$ cat src/tchs_regs.svh
`ifndef TCHS_REGS_SVH
`define TCHS_REGS_SVH

// register word addresses on the plain register port
`define TCHS_ADDR_W          4
`define TCHS_OFF_REQUEST     4'h0
`define TCHS_OFF_PRIORITY    4'h1
`define TCHS_OFF_FUNCTION    4'h2
`define TCHS_OFF_SEQUENCE    4'h3
`define TCHS_OFF_IRQ_STATUS  4'h4
`define TCHS_OFF_IRQ_ENABLE  4'h5
`define TCHS_OFF_IRQ_CLEAR   4'h6
`define TCHS_OFF_ACTION      4'h7

`define TCHS_REQUEST_RESET   16'h0000
`define TCHS_PRIORITY_RESET  16'h0000
`define TCHS_FUNCTION_RESET  32'h0000_0000
`define TCHS_SEQUENCE_RESET  16'h0000

// time function codes
`define TCHS_FN_SYNCED_PWM   4'h7
`define TCHS_FN_DISCRETE     4'h8
`define TCHS_FN_PWM          4'h9
`define TCHS_FN_CAPTURE      4'ha
`define TCHS_FN_PERIOD       4'hb
`define TCHS_FN_ANGLE_PULSE  4'hc
`define TCHS_FN_STEPPER      4'hd
`define TCHS_FN_OUTPUT_MATCH 4'he
`define TCHS_FN_ACCUMULATOR  4'hf

// slot scheduler: 7 slots per round
`define TCHS_ROUND_LEN       3'h7
`define TCHS_SERVICE_CYCLES  4'h3

`endif

$ cat src/tchs_pkg.sv
package tchs_pkg;

    typedef enum logic [4:0] {
        TCHS_ACT_NONE        = 5'h00,
        TCHS_ACT_FORCE_HIGH  = 5'h01,
        TCHS_ACT_FORCE_LOW   = 5'h02,
        TCHS_ACT_INIT        = 5'h03,
        TCHS_ACT_UPDATE_PIN  = 5'h04,
        TCHS_ACT_HOST_PULSE  = 5'h05,
        TCHS_ACT_CONT_PULSE  = 5'h06,
        TCHS_ACT_IMM_UPDATE  = 5'h07,
        TCHS_ACT_STEP        = 5'h08,
        TCHS_ACT_FORCE_CHG   = 5'h09,
        TCHS_ACT_UNIMPL      = 5'h0a
    } tchs_action_type;

    typedef enum logic [3:0] {
        TCHS_MODE_NONE          = 4'h0,
        TCHS_MODE_ON_TRANSITION = 4'h1,
        TCHS_MODE_AT_MATCH_RATE = 4'h2,
        TCHS_MODE_ON_REQUEST    = 4'h3,
        TCHS_MODE_SINGLE        = 4'h4,
        TCHS_MODE_CONTINUOUS    = 4'h5,
        TCHS_MODE_ALL_ACTIONS   = 4'h6,
        TCHS_MODE_TIMEBASE_ONLY = 4'h7,
        TCHS_MODE_VARIANT       = 4'h8,
        TCHS_MODE_BY_ANGLE      = 4'h9,
        TCHS_MODE_BY_TIME       = 4'ha,
        TCHS_MODE_UNIMPL        = 4'hb
    } tchs_mode_type;

    // decoded service: what the channel does and in which variant
    typedef struct packed {
        logic            link;
        tchs_mode_type   mode;
        tchs_action_type action;
    } tchs_service_type;

    typedef struct packed {
        logic [3:0] addr;
        logic [15:0] wdata;
        logic        wr;
        logic        rd;
    } tchs_bus_req_type;

    typedef enum logic [1:0] {
        TCHS_ST_IDLE    = 2'b00,
        TCHS_ST_SERVICE = 2'b01,
        TCHS_ST_DONE    = 2'b10
    } tchs_state_type;

endpackage : tchs_pkg

$ cat src/tchs_service.sv
// Design decisions made here: the register offsets and the address-and-strobe port.
`include "tchs_regs.svh"

module tchs_service
(
    input  wire logic                    clk,
    input  wire logic                    rst,
    input  wire logic [`TCHS_ADDR_W-1:0] addr,
    input  wire logic [15:0]             wdata,
    input  wire logic                    wr,
    input  wire logic                    rd,
    output logic      [15:0]             rdata,
    output logic                         irq,
    output logic                         svc_valid,
    output logic      [2:0]              svc_channel,
    output tchs_pkg::tchs_service_type   svc_info
);
    import tchs_pkg::*;

    // decode of one channel's request against its function and sequence
    function automatic tchs_service_type decode(input logic [3:0] fn, input logic [1:0] req,
                                                input logic [1:0] seq);
        tchs_service_type s;
        s.link   = 1'b0;
        s.mode   = TCHS_MODE_NONE;
        s.action = TCHS_ACT_UNIMPL;
        unique case (fn)
            `TCHS_FN_DISCRETE:
            begin
                unique case (req)
                    2'h1: s.action = TCHS_ACT_FORCE_HIGH;
                    2'h2: s.action = TCHS_ACT_FORCE_LOW;
                    2'h3: s.action = (seq == 2'h2) ? TCHS_ACT_UPDATE_PIN : TCHS_ACT_INIT;
                    2'h0: s.action = TCHS_ACT_NONE;
                endcase
                unique case (seq)
                    2'h0: s.mode = TCHS_MODE_ON_TRANSITION;
                    2'h1: s.mode = TCHS_MODE_AT_MATCH_RATE;
                    2'h2: s.mode = TCHS_MODE_ON_REQUEST;
                    2'h3: s.mode = TCHS_MODE_UNIMPL;
                endcase
            end
            `TCHS_FN_CAPTURE:
            begin
                s.action = (req == 2'h1) ? TCHS_ACT_INIT : TCHS_ACT_UNIMPL;
                s.mode   = seq[0] ? TCHS_MODE_CONTINUOUS : TCHS_MODE_SINGLE;
                s.link   = seq[1];
            end
            `TCHS_FN_OUTPUT_MATCH:
            begin
                s.action = (req == 2'h1) ? TCHS_ACT_HOST_PULSE :
                           (req == 2'h3) ? TCHS_ACT_CONT_PULSE : TCHS_ACT_UNIMPL;
                s.mode   = seq[1] ? TCHS_MODE_TIMEBASE_ONLY : TCHS_MODE_ALL_ACTIONS;
            end
            `TCHS_FN_PWM:
                s.action = (req == 2'h1) ? TCHS_ACT_IMM_UPDATE :
                           (req == 2'h2) ? TCHS_ACT_INIT : TCHS_ACT_UNIMPL;
            `TCHS_FN_STEPPER:
                s.action = (req == 2'h2) ? TCHS_ACT_INIT :
                           (req == 2'h3) ? TCHS_ACT_STEP : TCHS_ACT_UNIMPL;
            `TCHS_FN_SYNCED_PWM:
            begin
                s.action = (req == 2'h2) ? TCHS_ACT_INIT :
                           (req == 2'h3) ? TCHS_ACT_IMM_UPDATE : TCHS_ACT_UNIMPL;
                s.mode   = (seq == 2'h3) ? TCHS_MODE_UNIMPL : TCHS_MODE_VARIANT;
            end
            `TCHS_FN_PERIOD:
            begin
                s.action = (req == 2'h1) ? TCHS_ACT_INIT : TCHS_ACT_UNIMPL;
                s.mode   = TCHS_MODE_VARIANT;
                s.link   = seq[1]; // high selects missing-transition detect
            end
            `TCHS_FN_ANGLE_PULSE:
            begin
                unique case (req)
                    2'h1: s.action = TCHS_ACT_IMM_UPDATE;
                    2'h2: s.action = TCHS_ACT_INIT;
                    2'h3: s.action = TCHS_ACT_FORCE_CHG;
                    2'h0: s.action = TCHS_ACT_NONE;
                endcase
                s.mode = seq[0] ? TCHS_MODE_BY_TIME : TCHS_MODE_BY_ANGLE;
            end
            `TCHS_FN_ACCUMULATOR:
            begin
                s.action = (req == 2'h2) ? TCHS_ACT_INIT : TCHS_ACT_UNIMPL;
                s.mode   = TCHS_MODE_VARIANT;
                s.link   = seq[0];
            end
            default: s.action = TCHS_ACT_UNIMPL;
        endcase
        return s;
    endfunction : decode

    // priority weight per round of 7 slots
    function automatic logic [2:0] weight(input logic [1:0] pri);
        unique case (pri)
            2'b00: weight = 3'h0;
            2'b01: weight = 3'h1;
            2'b10: weight = 3'h2;
            2'b11: weight = 3'h4;
        endcase
    endfunction : weight

    logic [15:0] request;
    logic [15:0] next_request;
    logic [15:0] priority_half;
    logic [15:0] next_priority_half;
    logic [31:0] function_sel;
    logic [31:0] next_function_sel;
    logic [15:0] sequence_sel;
    logic [15:0] next_sequence_sel;
    logic [7:0]  irq_status;
    logic [7:0]  next_irq_status;
    logic [7:0]  irq_enable;
    logic [7:0]  next_irq_enable;
    logic [15:0] next_rdata;
    logic        next_irq;

    tchs_state_type   state;
    tchs_state_type   next_state;
    logic [2:0]       slot;
    logic [2:0]       next_slot;
    logic [2:0]       cur_ch;
    logic [2:0]       next_cur_ch;
    logic [3:0]       busy_cnt;
    logic [3:0]       next_busy_cnt;
    logic [2:0]       rr_ch;
    logic [2:0]       next_rr_ch;
    logic             next_svc_valid;
    tchs_service_type next_svc_info;
    logic [7:0]       done_mask;
    logic [7:0]       grantable;
    logic             grant_now;
    tchs_bus_req_type bus;

    assign bus = '{addr: addr, wdata: wdata, wr: wr, rd: rd};

    // a grant is being made this cycle, so its channel is already in service
    assign grant_now = (state == TCHS_ST_IDLE) && (grantable != 8'h00);

    // channel may take a slot when its pending and its weight covers the slot
    genvar g;
    generate
        for (g = 0; g < 8; g++)
        begin : g_grant
            assign grantable[g] = (request[2*g +: 2] != 2'b00) &&
                                  (slot < weight(priority_half[2*g +: 2]));
        end
    endgenerate

    always_comb
    begin
        next_state     = state;
        next_slot      = slot;
        next_cur_ch    = cur_ch;
        next_busy_cnt  = busy_cnt;
        next_rr_ch     = rr_ch;
        next_svc_valid = 1'b0;
        next_svc_info  = svc_info;
        done_mask      = 8'h00;
        unique case (state)
            TCHS_ST_IDLE:
            begin
                next_slot = (slot == `TCHS_ROUND_LEN - 3'h1) ? 3'h0 : slot + 3'h1;
                for (int i = 7; i >= 0; i--)
                begin
                    if (grantable[3'(rr_ch + 3'(i))])
                    begin
                        next_cur_ch = 3'(rr_ch + 3'(i));
                    end
                end
                if (grantable != 8'h00)
                begin
                    next_state    = TCHS_ST_SERVICE;
                    next_busy_cnt = `TCHS_SERVICE_CYCLES;
                    next_svc_info = decode(function_sel[4*next_cur_ch +: 4],
                                           request[2*next_cur_ch +: 2],
                                           sequence_sel[2*next_cur_ch +: 2]);
                    // unimplemented codes complete without any pin action
                    next_svc_valid = (next_svc_info.action != TCHS_ACT_UNIMPL);
                end
            end
            TCHS_ST_SERVICE:
            begin
                next_busy_cnt = busy_cnt - 4'h1;
                if (busy_cnt == 4'h1)
                begin
                    next_state = TCHS_ST_DONE;
                end
            end
            TCHS_ST_DONE:
            begin
                done_mask[cur_ch] = 1'b1;
                next_rr_ch        = cur_ch + 3'h1;
                next_state        = TCHS_ST_IDLE;
            end
            default: next_state = TCHS_ST_IDLE;
        endcase
    end

    always_comb
    begin
        next_request       = request;
        next_priority_half = priority_half;
        next_function_sel  = function_sel;
        next_sequence_sel  = sequence_sel;
        next_irq_enable    = irq_enable;
        next_irq_status    = irq_status;
        next_rdata         = 16'h0000;
        for (int c = 0; c < 8; c++)
        begin
            if (done_mask[c])
            begin
                next_request[2*c +: 2] = 2'b00;
            end
        end
        if (bus.wr)
        begin
            unique case (bus.addr)
                `TCHS_OFF_REQUEST:
                begin
                    for (int c = 0; c < 8; c++)
                    begin
                        // the field being serviced cannot be overwritten by the host;
                        // a code written in the grant cycle would be cleared unseen
                        if (!((state != TCHS_ST_IDLE || grant_now) && next_cur_ch == 3'(c)))
                        begin
                            next_request[2*c +: 2] = bus.wdata[2*c +: 2];
                        end
                    end
                end
                `TCHS_OFF_PRIORITY:   next_priority_half         = bus.wdata;
                `TCHS_OFF_FUNCTION:   next_function_sel[15:0]    = bus.wdata;
                `TCHS_OFF_ACTION:     next_function_sel[31:16]   = bus.wdata;
                `TCHS_OFF_SEQUENCE:   next_sequence_sel          = bus.wdata;
                `TCHS_OFF_IRQ_ENABLE: next_irq_enable            = bus.wdata[7:0];
                `TCHS_OFF_IRQ_CLEAR:  next_irq_status            = irq_status & ~bus.wdata[7:0];
                default:              next_request               = next_request;
            endcase
        end
        // completion set wins over a clear in the same cycle
        next_irq_status = next_irq_status | done_mask;
        if (bus.rd)
        begin
            unique case (bus.addr)
                `TCHS_OFF_REQUEST:    next_rdata = request;
                `TCHS_OFF_PRIORITY:   next_rdata = priority_half;
                `TCHS_OFF_FUNCTION:   next_rdata = function_sel[15:0];
                `TCHS_OFF_ACTION:     next_rdata = function_sel[31:16];
                `TCHS_OFF_SEQUENCE:   next_rdata = sequence_sel;
                `TCHS_OFF_IRQ_STATUS: next_rdata = {8'h00, irq_status};
                `TCHS_OFF_IRQ_ENABLE: next_rdata = {8'h00, irq_enable};
                default:              next_rdata = 16'h0000;
            endcase
        end
        next_irq = |(next_irq_status & next_irq_enable);
    end

    always_ff @(posedge clk or posedge rst)
    begin
        if (rst)
        begin
            request       <= `TCHS_REQUEST_RESET;
            priority_half <= `TCHS_PRIORITY_RESET;
            function_sel  <= `TCHS_FUNCTION_RESET;
            sequence_sel  <= `TCHS_SEQUENCE_RESET;
            irq_status    <= 8'h00;
            irq_enable    <= 8'h00;
            rdata         <= 16'h0000;
            irq           <= 1'b0;
            state         <= TCHS_ST_IDLE;
            slot          <= 3'h0;
            cur_ch        <= 3'h0;
            busy_cnt      <= 4'h0;
            rr_ch         <= 3'h0;
            svc_valid     <= 1'b0;
            svc_info      <= '{link: 1'b0, mode: TCHS_MODE_NONE, action: TCHS_ACT_NONE};
        end
        else
        begin
            request       <= next_request;
            priority_half <= next_priority_half;
            function_sel  <= next_function_sel;
            sequence_sel  <= next_sequence_sel;
            irq_status    <= next_irq_status;
            irq_enable    <= next_irq_enable;
            rdata         <= next_rdata;
            irq           <= next_irq;
            state         <= next_state;
            slot          <= next_slot;
            cur_ch        <= next_cur_ch;
            busy_cnt      <= next_busy_cnt;
            rr_ch         <= next_rr_ch;
            svc_valid     <= next_svc_valid;
            svc_info      <= next_svc_info;
        end
    end

    assign svc_channel = cur_ch;

endmodule : tchs_service

$ cat config.mk
export PLATFORM = sky130hd
export DESIGN_NAME = tchs_service
export DESIGN_NICKNAME = d
export VERILOG_FILES = /design/src/tchs_pkg.sv /design/src/tchs_service.sv
export VERILOG_INCLUDE_DIRS = /design/src
export SDC_FILE = /design/constraint.sdc
export NUM_CORES = 1
export LEC_CHECK = 0
export BUFFER_PORTS_ARGS = -buffer_cell sky130_fd_sc_hd__buf_2
export CAP_MARGIN = 20
export CORE_UTILIZATION = 45
export DETAILED_ROUTE_END_ITERATION = 8
export GPL_TIMING_DRIVEN = 0
export PLACE_DENSITY_LB_ADDON = 0.15
export SLEW_MARGIN = 10
export SYNTH_ARGS = -nofsm -noshare
export SYNTH_HDL_FRONTEND = slang
export SYNTH_SLANG_ARGS = --single-unit
export TNS_END_PERCENT = 5
$ cat constraint.sdc
create_clock -name clk -period 7.1 [get_ports clk]
set_clock_uncertainty 0.2 [all_clocks]
set_input_delay 1.775 -clock clk [delete_from_list [all_inputs] [get_ports clk]]
set_output_delay 1.775 -clock clk [all_outputs]
set_load 0.05 [all_outputs]
* Word-level counts from Yosys, hierarchy flattened *
Index checks and enable logic that the tools add are counted.

operators by class
  add/subtract/negate cells = 10
  reduce and logical (&&, ||, !) cells = 53
  bitwise operators = 4
  order comparisons = 18
  equality and inequality tests = 60
  muxes and demuxes = 91
  shift-type cells = 3

operator list
  cell                                                                   count
  16-bit one-hot mux with 7 select lines                                 1
  3-bit one-hot mux with 4 select lines                                  8
  16-bit 2-to-1 mux                                                      3
  2-bit equality test, second input constant                             21
  2-bit 2-to-1 mux                                                       21
  8-bit 2-to-1 mux                                                       5
  5-bit one-hot mux with 4 select lines                                  2
  5-bit one-hot mux with 8 select lines                                  1
  3-bit by 4-bit < comparator with 1-bit output, second input constant   9
  3-bit 2-to-1 mux                                                       12
  4-bit equality test, second input constant                             8
  4-bit 2-to-1 mux                                                       8
  16-bit by 5-bit indexed part select with 2-bit output                  2
  32-bit by 6-bit indexed part select with 4-bit output                  1
  1-bit binary-select mux with 3-bit select                              8
  3-bit < comparator                                                     8
  4-bit one-hot mux with 6 select lines                                  1
  2-bit by 1-bit equality test with 1-bit output, second input constant  11
  2-bit logical NOT                                                      11
  4-bit by 3-bit equality test with 1-bit output, second input constant  5
  2-bit nonzero test                                                     10
  1-bit logical AND                                                      18
  8-bit bitwise AND                                                      2
  4-bit one-hot mux with 4 select lines                                  1
  other kinds (28)                                                       62

storage, ports and cells
  bits in registers = 139
  input port bits = 24

* Longest topological paths before layout *
Gate-level depths: netlist of the first run.

  depth after elaboration = 25
  depth in mapped cells = 23
  mapped depth without buffers = 19

* Least setup slack after synthesis of the first run *
Ideal clock, no wire load.

  path type = register to register
  from = register rr_ch[0]
  to = register svc_info[1] (netlist name)
  arrival = 5,026 ps
  setup time = 125 ps
  clock period less this slack = 5,351 ps
  stages on the path, launching flop included = 23
  buffers on the path = 4
  setup slack = 1,749 ps
  data required time = 6,775 ps
  cell sequence = dfrtp_1 > inv_2 > buf_2 > ha_1 > clkbuf_1 > xnor2_1 > or2_2 > a21oi_1 > o311ai_0 > nor3_1 > nor4b_4 > nor4_4 > buf_6 > buf_12 > mux2i_1 > nor2_1 > a21oi_1 > o21ai_0 > inv_1 > ha_1 > or3_1 > a211o_1 > mux2_2

between the ends
  cells in the longest elaborated chain, start to end = 19
  elaborated cells between the ends (all ways) = 61

RTL lines
  item                                                                              RTL line                                  text
  start: declaration                                                                tchs_service.sv:127                       logic [2:0] rr_ch;
  start signal: assignment                                                          tchs_service.sv:293                       rr_ch <= next_rr_ch;
  3-bit adder                                                                       tchs_service.sv:167, tchs_service.sv:169
  1-bit binary-select mux with 3-bit select                                         tchs_service.sv:167                       if (grantable[3'(rr_ch + 3'(i))])
  1-bit 2-to-1 mux (not written as such)                                            tchs_service.sv:167
  3-bit 2-to-1 mux (7 in a row)                                                     tchs_service.sv:167
  3-bit 2-to-1 mux (*)                                                              tchs_service.sv:167
  3-bit 2-to-1 mux (*)                                                              tchs_service.sv:161                       unique case (state)
  16-bit by 5-bit indexed part select with 2-bit output, on equally long branches   tchs_service.sv:178, tchs_service.sv:177
  2-bit equality test, on equally long branches                                     --
  3-bit 2-to-1 mux / 2-bit 2-to-1 mux (equally long branches)                       tchs_service.sv:33, tchs_service.sv:60
  5-bit one-hot mux with 4 select lines / 4-bit 2-to-1 mux (equally long branches)  tchs_service.sv:30, tchs_service.sv:59
  5-bit one-hot mux with 8 select lines (*)                                         tchs_service.sv:27                        unique case (fn)
  5-bit 2-to-1 mux (*)                                                              tchs_service.sv:172                       if (grantable != 8'h00)
  5-bit 2-to-1 mux (*)                                                              tchs_service.sv:161
  end signal: assignment                                                            tchs_service.sv:277                       svc_info <= '{link: 1'b0, mode: TCHS_MODE_NONE, action: TCHS_ACT_NONE};
  end signal: assignment                                                            tchs_service.sv:295                       svc_info <= next_svc_info;
  end: declaration                                                                  tchs_service.sv:16                        output tchs_pkg::tchs_service_type svc_info

Mark *: on every way between the ends. The rest lies on a longest branch, timed or not. The select of a mux whose other input is x is not followed.
A chain may end at the register's enable or synchronous reset.

* Final worst setup path of the first run *
Ends and elaborated chain as after synthesis.

==> impl_metrics.yaml, run 1 <==
setup_path:
  longest_individual_stage_delay_on_the_worst_path_ns: 0.74
  worstPathMaxFanout: 10
  reg2reg_setup_slack_ns: 0.71
  rr_endpoint: "svc_info[1]$_DFFE_PP0P_"
  critical-path-top-delay-family: "simple AND/OR/NAND/NOR gates"
  critical_path.slowest_cell: "sky130_fd_sc_hd__nor4_4"
  critPathCaptureType: "register"
  reg2regPathDepth: 22
  stages_on_worst_setup_path: 22
  critical_path.startpoint_type: "register"
  required_ns: 7.21
  arrival_ns: 6.51
  path_buf_inv: 6
  worstSetupStartpoint: "rr_ch[0]$_DFFE_PP0P_"
  worstPathCellList: "inv_2, buf_2, ha_1, clkbuf_1, xnor2_1, or2_2, a21oi_1, o311ai_0, nor3_1, nor4b_4, nor4_4, buf_6, buf_12, mux2i_1, nor2_1, a21oi_1, o21ai_1, inv_1, ha_1, or3_1, a211o_1, mux2_2"
  critical_path_class: "register to register"
  r2r_start: "rr_ch[0]$_DFFE_PP0P_"
  critical_path.endpoint: "svc_info[1]$_DFFE_PP0P_"
global_route:
  number_of_global_route_vias_before_repair: 7129
  grt_max_degree: 75
  number_of_antenna_violations_at_the_first_check_in_global_routing: 0
  grt_use_total_pct: 27.3
  grt_pass1_wl_um: 41100
  grt.overflow.total: 0
timing:
  timing.fmax_mhz: 156
  final_report_hold_violation_count: 0
  rsz_0062_raised_after_global_routing: "no"
  setup_violations: 0
  fin_crit_ns: 6.39
  timing.setup.tns_ns: 0
  final_min_period_over_clock_period_pct: 90.0
  timing_worst_slew_pin_value_ns: 1.03
  timing.max_slew.rel_slack_pct: 30.5
  maxSlewViolCount: 0
clock_network:
  worst_setup_hold_path_clk_slew_ns: 0.07
  tritoncts_num_sinks: 138
  post_cts.repair.setup_buffers: 0
  cts-buffers-inserted: 17
  tritoncts_clock_tree: "yes"
  cts_max_path_buffers: 2
  clock-root-buffer: "sky130_fd_sc_hd__clkbuf_16"
  cts_max_level: 4
  worst_skew_pair.late_latency_ns: 0.43
yosys:
  synth_xor_area_share_pct: 0.504
  synth_warnings: 0
  syn_area_um2: 8690
  synthArstFlopShare_pct: 100
  synth_compound_gate_area_share_pct: 19.7
  synth_nets: 926
  postSynth.topFlopCell: "sky130_fd_sc_hd__dfrtp_1"
  ys_types: 78
  dominant_combinational_cell_family_by_area_after_synthesis: "compound AO/OA/AOI/OAI gates"
  number_of_synthesized_register_bits: 138
  synth_cells: 876
  synth-seq-area-share_pct: 39.7
  post_synth.cell_area_avg_um2: 9.93
  synth_simple_gate_area_share_pct: 14.7
  synth_mux_area_share_pct: 18.1
  edff_count_synth: 0
  synth_adder_area_share_pct: 3.86
finish:
  drive_gt1_share_pct: 20.8
  finalNetCount: 997
  final_cell_count_no_fill: 1220
  layout.cells.most_common_list: "sky130_fd_sc_hd__dfrtp_1 (138), sky130_fd_sc_hd__nand2_1 (127), sky130_fd_sc_hd__o21ai_0 (72), sky130_fd_sc_hd__mux2_2 (65), sky130_fd_sc_hd__buf_2 (55)"
  antenna_cells: 0
  filler_cell_count: 1712
  areaGrowthSynthToFinish_pct: 14.1
  mostFrequentLayoutCell: "sky130_fd_sc_hd__dfrtp_1"
drt:
  drc: 0
  detail_route.wirelength_um: 26200
  detail_routed_via_count_per_cell: 6.11
  drt_iter0_markers: 650
  ant_nets: 0
  routed_wire_length_per_instance_um: 21.5
  num_vias: 7456
  drt_pass1_iterations: 5
flow_run:
  max-cap-violations: 0
die:
  dieHeight_um: 141
  start_util_pct: 46.2
  chipWidth_um: 141
  core_region_area_um2: 18800
  io_pins: 55
  placementRows: 50
  floorplan.die_area_um2: 19900
worst_hold_path:
  holdCritPathClass: "register to register"
placed_design:
  portBuffers: 50
  dp_hpwl_um: 19700
  post-place-cells: 1188
  routabilityCongestion: 0.918
run_status:
  result_of_the_run: "complete, no violations"
layer usage:
metal | part of all wire (%) | GRT usage [%] | wire length [µm]
met2 | 46 | 42.8 | 12000
met5 | 0 | 0 | 0
met4 | 1.8 | 7.67 | 473
met3 | 5.5 | 4.38 | 1450
met1 | 47 | 39.0 | 12300
repair_timing:
item / CTS / global route
endpoints found under the hold margin: 0 / 0
hold buffers: 0 / 0
resized for setup: 0 / 1
setup endpoints to repair: 0 / 1
area by class of cell:
type | count | area, µm² | area share, %
Clock buffer | 19 | 453 | 4.56
Inverter | 25 | 98.8 | 0.996
Clock inverter | 13 | 156 | 1.58
Timing Repair Buffer | 52 | 285 | 2.87
Multi-Input combinational cell | 673 | 4950 | 49.9
Buffer | 40 | 199 | 2.00
Sequential cell | 138 | 3450 | 34.8
Tap cell | 260 | 325 | 3.28
flip-flops by register name (all words and copies together) (netlist names), 4 cells and up:
signal / count
function_sel: 32
priority_half: 16
rdata: 16
request: 16
sequence_sel: 16
svc_info: 9
irq_enable: 8
irq_status: 8
busy_cnt: 4
cells in the mapped netlist, types with 15 or more instances:
cell	count	area, µm²
sky130_fd_sc_hd__a31oi_1	21	131
sky130_fd_sc_hd__ha_1	26	325
sky130_fd_sc_hd__clkbuf_1	27	101
sky130_fd_sc_hd__mux2i_1	42	420
sky130_fd_sc_hd__o21ai_0	73	365
sky130_fd_sc_hd__nand2b_1	16	100
sky130_fd_sc_hd__mux2_2	65	732
sky130_fd_sc_hd__nor2_1	44	165
sky130_fd_sc_hd__dfrtp_1	138	3450
sky130_fd_sc_hd__a211oi_1	15	113
sky130_fd_sc_hd__a21oi_1	20	100
sky130_fd_sc_hd__inv_1	22	82.6
sky130_fd_sc_hd__a22oi_1	26	195
sky130_fd_sc_hd__nand2_1	127	477
kinds of logic after synthesis:
logic type	after synthesis
mux	126
fa+ha+maj	27
flops	138
xor+xnor	5
compound gates	248
other cells	1
simple gates	266
buf+inv	65
worst reg2reg max path: cells and delay by family, from the launching register on:
| family | cells | cell delay, ns |
|---|---|---|
| simple gates | 6 | 1.95 |
| buf+inv | 6 | 1.40 |
| compound gates | 5 | 1.21 |
| flops | 1 | 0.48 |
| fa+ha+maj | 2 | 0.47 |
| mux | 2 | 0.36 |
| xor+xnor | 1 | 0.21 |
per-stage QoR:
stage	worst slack, ns	hold WS, ns	cell area [µm²]	utilization [%]
finish	0.707	0.272	9920	52.7
global route	0.284	0.312	9920	52.7
CTS	0.483	0.274	9920	52.7
detailed placement	0.478	0.260	9320	49.5
global placement	-0.275	0.261	9270	49.2
floorplan	1.43	0.259	8690	-
worst min path at each step:
stage | cells after the start | end | slack [ns] | startpoint
6_report | 2 | svc_info[7]$_DFFE_PP0P_ | 0.27 | svc_info[7]$_DFFE_PP0P_
5_1_grt | 2 | svc_info[9]$_DFFE_PP0P_ | 0.31 | svc_info[9]$_DFFE_PP0P_
4_1_cts | 2 | svc_info[7]$_DFFE_PP0P_ | 0.27 | svc_info[7]$_DFFE_PP0P_
3_5_place_dp | 2 | svc_info[7]$_DFFE_PP0P_ | 0.26 | svc_info[7]$_DFFE_PP0P_
3_3_place_gp | 2 | svc_info[5]$_DFFE_PP0P_ | 0.26 | svc_info[5]$_DFFE_PP0P_
2_1_floorplan | 2 | irq_status[5]$_DFF_PP0_ | 0.26 | irq_status[5]$_DFF_PP0_
Power of run 1 is left out: the tool's default activity adds up to more than one toggle a clock period on the data nets, which glitch-free logic cannot reach.
==> run 2, diff against run 1 <==
--- a/config.mk
+++ b/config.mk
@@ -8,6 +8,8 @@
 export LEC_CHECK = 0
 export BUFFER_PORTS_ARGS = -buffer_cell sky130_fd_sc_hd__buf_2
 export CAP_MARGIN = 20
+export CELL_PAD_IN_SITES_DETAIL_PLACEMENT = 1
+export CELL_PAD_IN_SITES_GLOBAL_PLACEMENT = 1
 export CORE_UTILIZATION = 45
 export DETAILED_ROUTE_END_ITERATION = 8
 export GPL_TIMING_DRIVEN = 0
==> run 2 against run 1 <==
Via count up 1.7%. Fmax is 1.6% lower. Routed wire length up 8.5%. Count of clock-buffer cells in the layout fell by 2. First-iteration DRC count decreased by 16%. Register-to-register slack lost 0.10 ns. Hold slack about the same. Die area did not move. Global-route usage rose by 2.7 points. Critical path depth is 4 lower. Sequential share of layout area up 0.19 points. Highest routed layer unchanged.
==> impl_metrics.yaml, run 2 (synthesized netlist as in run 1, its figures left out) <==
clock_network:
  cts_max_level: 4
  post_cts.repair.setup_buffers: 0
  cts_repair_resize_count: 0
  post_cts_hold_buffer_count: 0
  tritoncts_clock_tree: "yes"
  worst_setup_hold_path_clk_slew_ns: 0.06
  cts-buffers-inserted: 17
  tritoncts_num_sinks: 138
  clock-root-buffer: "sky130_fd_sc_hd__clkbuf_16"
  worst_skew_pair.late_latency_ns: 0.44
  cts_max_path_buffers: 2
finish:
  finalNetCount: 997
  mostFrequentLayoutCell: "sky130_fd_sc_hd__dfrtp_1"
  largest-register: "function_sel"
  finish.utilization_pct: 52.4
  drive_gt1_share_pct: 20.8
  postLayoutCellArea_um2: 9870
  antenna_cells: 0
  layout.cells.most_common_list: "sky130_fd_sc_hd__dfrtp_1 (138), sky130_fd_sc_hd__nand2_1 (127), sky130_fd_sc_hd__o21ai_0 (72), sky130_fd_sc_hd__mux2_2 (65), sky130_fd_sc_hd__buf_2 (55)"
  areaGrowthSynthToFinish_pct: 13.5
  largest_register_ffs: 32
global_route:
  grt_pass1_wl_um: 44600
  grt_max_degree: 85
  grt_use_total_pct: 30.0
  number_of_global_route_vias_before_repair: 7698
  grt.overflow.total: 0
  number_of_antenna_violations_at_the_first_check_in_global_routing: 0
worst_hold_path:
  holdCritPathClass: "register to register"
  min-delay-start: "svc_info[8]$_DFFE_PP0P_"
setup_path:
  critical_path.endpoint: "svc_valid$_DFF_PP0_"
  critPathCaptureType: "register"
  required_ns: 7.25
  r2r_start: "rr_ch[0]$_DFFE_PP0P_"
  critical_path_class: "register to register"
  worstSetupStartpoint: "rr_ch[0]$_DFFE_PP0P_"
  rr_endpoint: "svc_valid$_DFF_PP0_"
  worstPathMaxFanout: 10
  reg2regPathDepth: 18
  critical_path.startpoint_type: "register"
  reg2reg_setup_slack_ns: 0.61
  arrival_ns: 6.64
timing:
  fin_crit_ns: 6.49
  final_report_hold_violation_count: 0
  setup_violations: 0
  rsz_0062_raised_after_global_routing: "no"
  timing.max_slew.rel_slack_pct: 26.2
  timing.fmax_mhz: 154
  final_min_period_over_clock_period_pct: 91.5
  postLayoutSetupSlackWorst_ns: 0.605
  maxSlewViolCount: 0
  timing_worst_slew_pin_value_ns: 1.10
  hold-worst-slack_ns: 0.272
run_status:
  result_of_the_run: "complete, no violations"
placed_design:
  dp_hpwl_um: 21400
  detailedPlace.worstSlack_ns: 0.537
  routabilityCongestion: 0.919
  portBuffers: 50
  postPlaceCellArea_um2: 9320
drt:
  routed_wire_length_per_instance_um: 23.3
  detail_route.wirelength_um: 28400
  detail_routed_via_count_per_cell: 6.21
  num_vias: 7580
  drt_iter0_markers: 544
  drc: 0
  drt_pass1_iterations: 5
  ant_nets: 0
die:
  core_region_area_um2: 18800
  placementRows: 50
  io_pins: 55
  chipWidth_um: 141
  start_util_pct: 46.2
  dieHeight_um: 141
  floorplan.die_area_um2: 19900
flow_run:
  max-cap-violations: 0
==> run 2: cell types whose count changed in the layout (fill, tap and decap cells not counted), sizes merged <==
| cell | before | now |
|---|---|---|
| clkinv | 4 | 5 |
| clkbuf | 46 | 44 |
| bufinv | 2 | 0 |
| clkinvlp | 1 | 2 |
| inv | 31 | 33 |
==> run 2: how the worst min path moves through the flow <==
stage,to,slack [ns],cells after the start
detailed placement,svc_info[9]$_DFFE_PP0P_,0.26,2
global route,svc_info[8]$_DFFE_PP0P_,0.30,2
CTS,svc_info[9]$_DFFE_PP0P_,0.28,2
finish,svc_info[8]$_DFFE_PP0P_,0.27,2
floorplan,irq_status[5]$_DFF_PP0_,0.26,2
global placement,svc_info[8]$_DFFE_PP0P_,0.26,2
==> run 2: stage by stage <==
stage,setup TNS [ns],std cells
after floorplan,0,876
after global placement,-35.81,1186
after detailed placement,0,1188
after CTS,0,1220
after global routing,0,1220
final,0,1220
==> run 2: final cells by class <==
class / count / area (µm²)
sequential: 138 / 3450
clock inverter: 15 / 129
multi-input combinational: 673 / 4950
inverter: 25 / 98.8
timing repair buffer: 52 / 285
buffer: 40 / 199
fill: 2163 / 8960
tap: 260 / 325
clock buffer: 17 / 425
==> run 2: worst max-delay path, stage by stage, from the launching register on <==
cell and delay (ns):
sky130_fd_sc_hd__dfrtp_1 0.46, sky130_fd_sc_hd__inv_2 0.21, sky130_fd_sc_hd__buf_2 0.29, sky130_fd_sc_hd__ha_1 0.20
sky130_fd_sc_hd__clkbuf_1 0.31, sky130_fd_sc_hd__xnor2_1 0.22, sky130_fd_sc_hd__or2_2 0.32, sky130_fd_sc_hd__a21oi_1 0.18
sky130_fd_sc_hd__nor3b_1 0.10, sky130_fd_sc_hd__a2111oi_2 0.44, sky130_fd_sc_hd__o311ai_1 0.20, sky130_fd_sc_hd__a211oi_2 0.94
sky130_fd_sc_hd__mux4_2 0.70, sky130_fd_sc_hd__mux2i_4 0.35, sky130_fd_sc_hd__clkbuf_1 0.42, sky130_fd_sc_hd__nand4_1 0.18
sky130_fd_sc_hd__o32ai_1 0.30, sky130_fd_sc_hd__a2bb2oi_1 0.15, sky130_fd_sc_hd__a41oi_1 0.22
==> run 2: per-layer routing <==
layer | track usage [%] | wire length, µm
met1 | 40.5 | 13000
met2 | 48.3 | 13300
met3 | 4.52 | 1370
met4 | 12.1 | 777
met5 | 0 | 0
Power of run 2 is left out for the same reason.
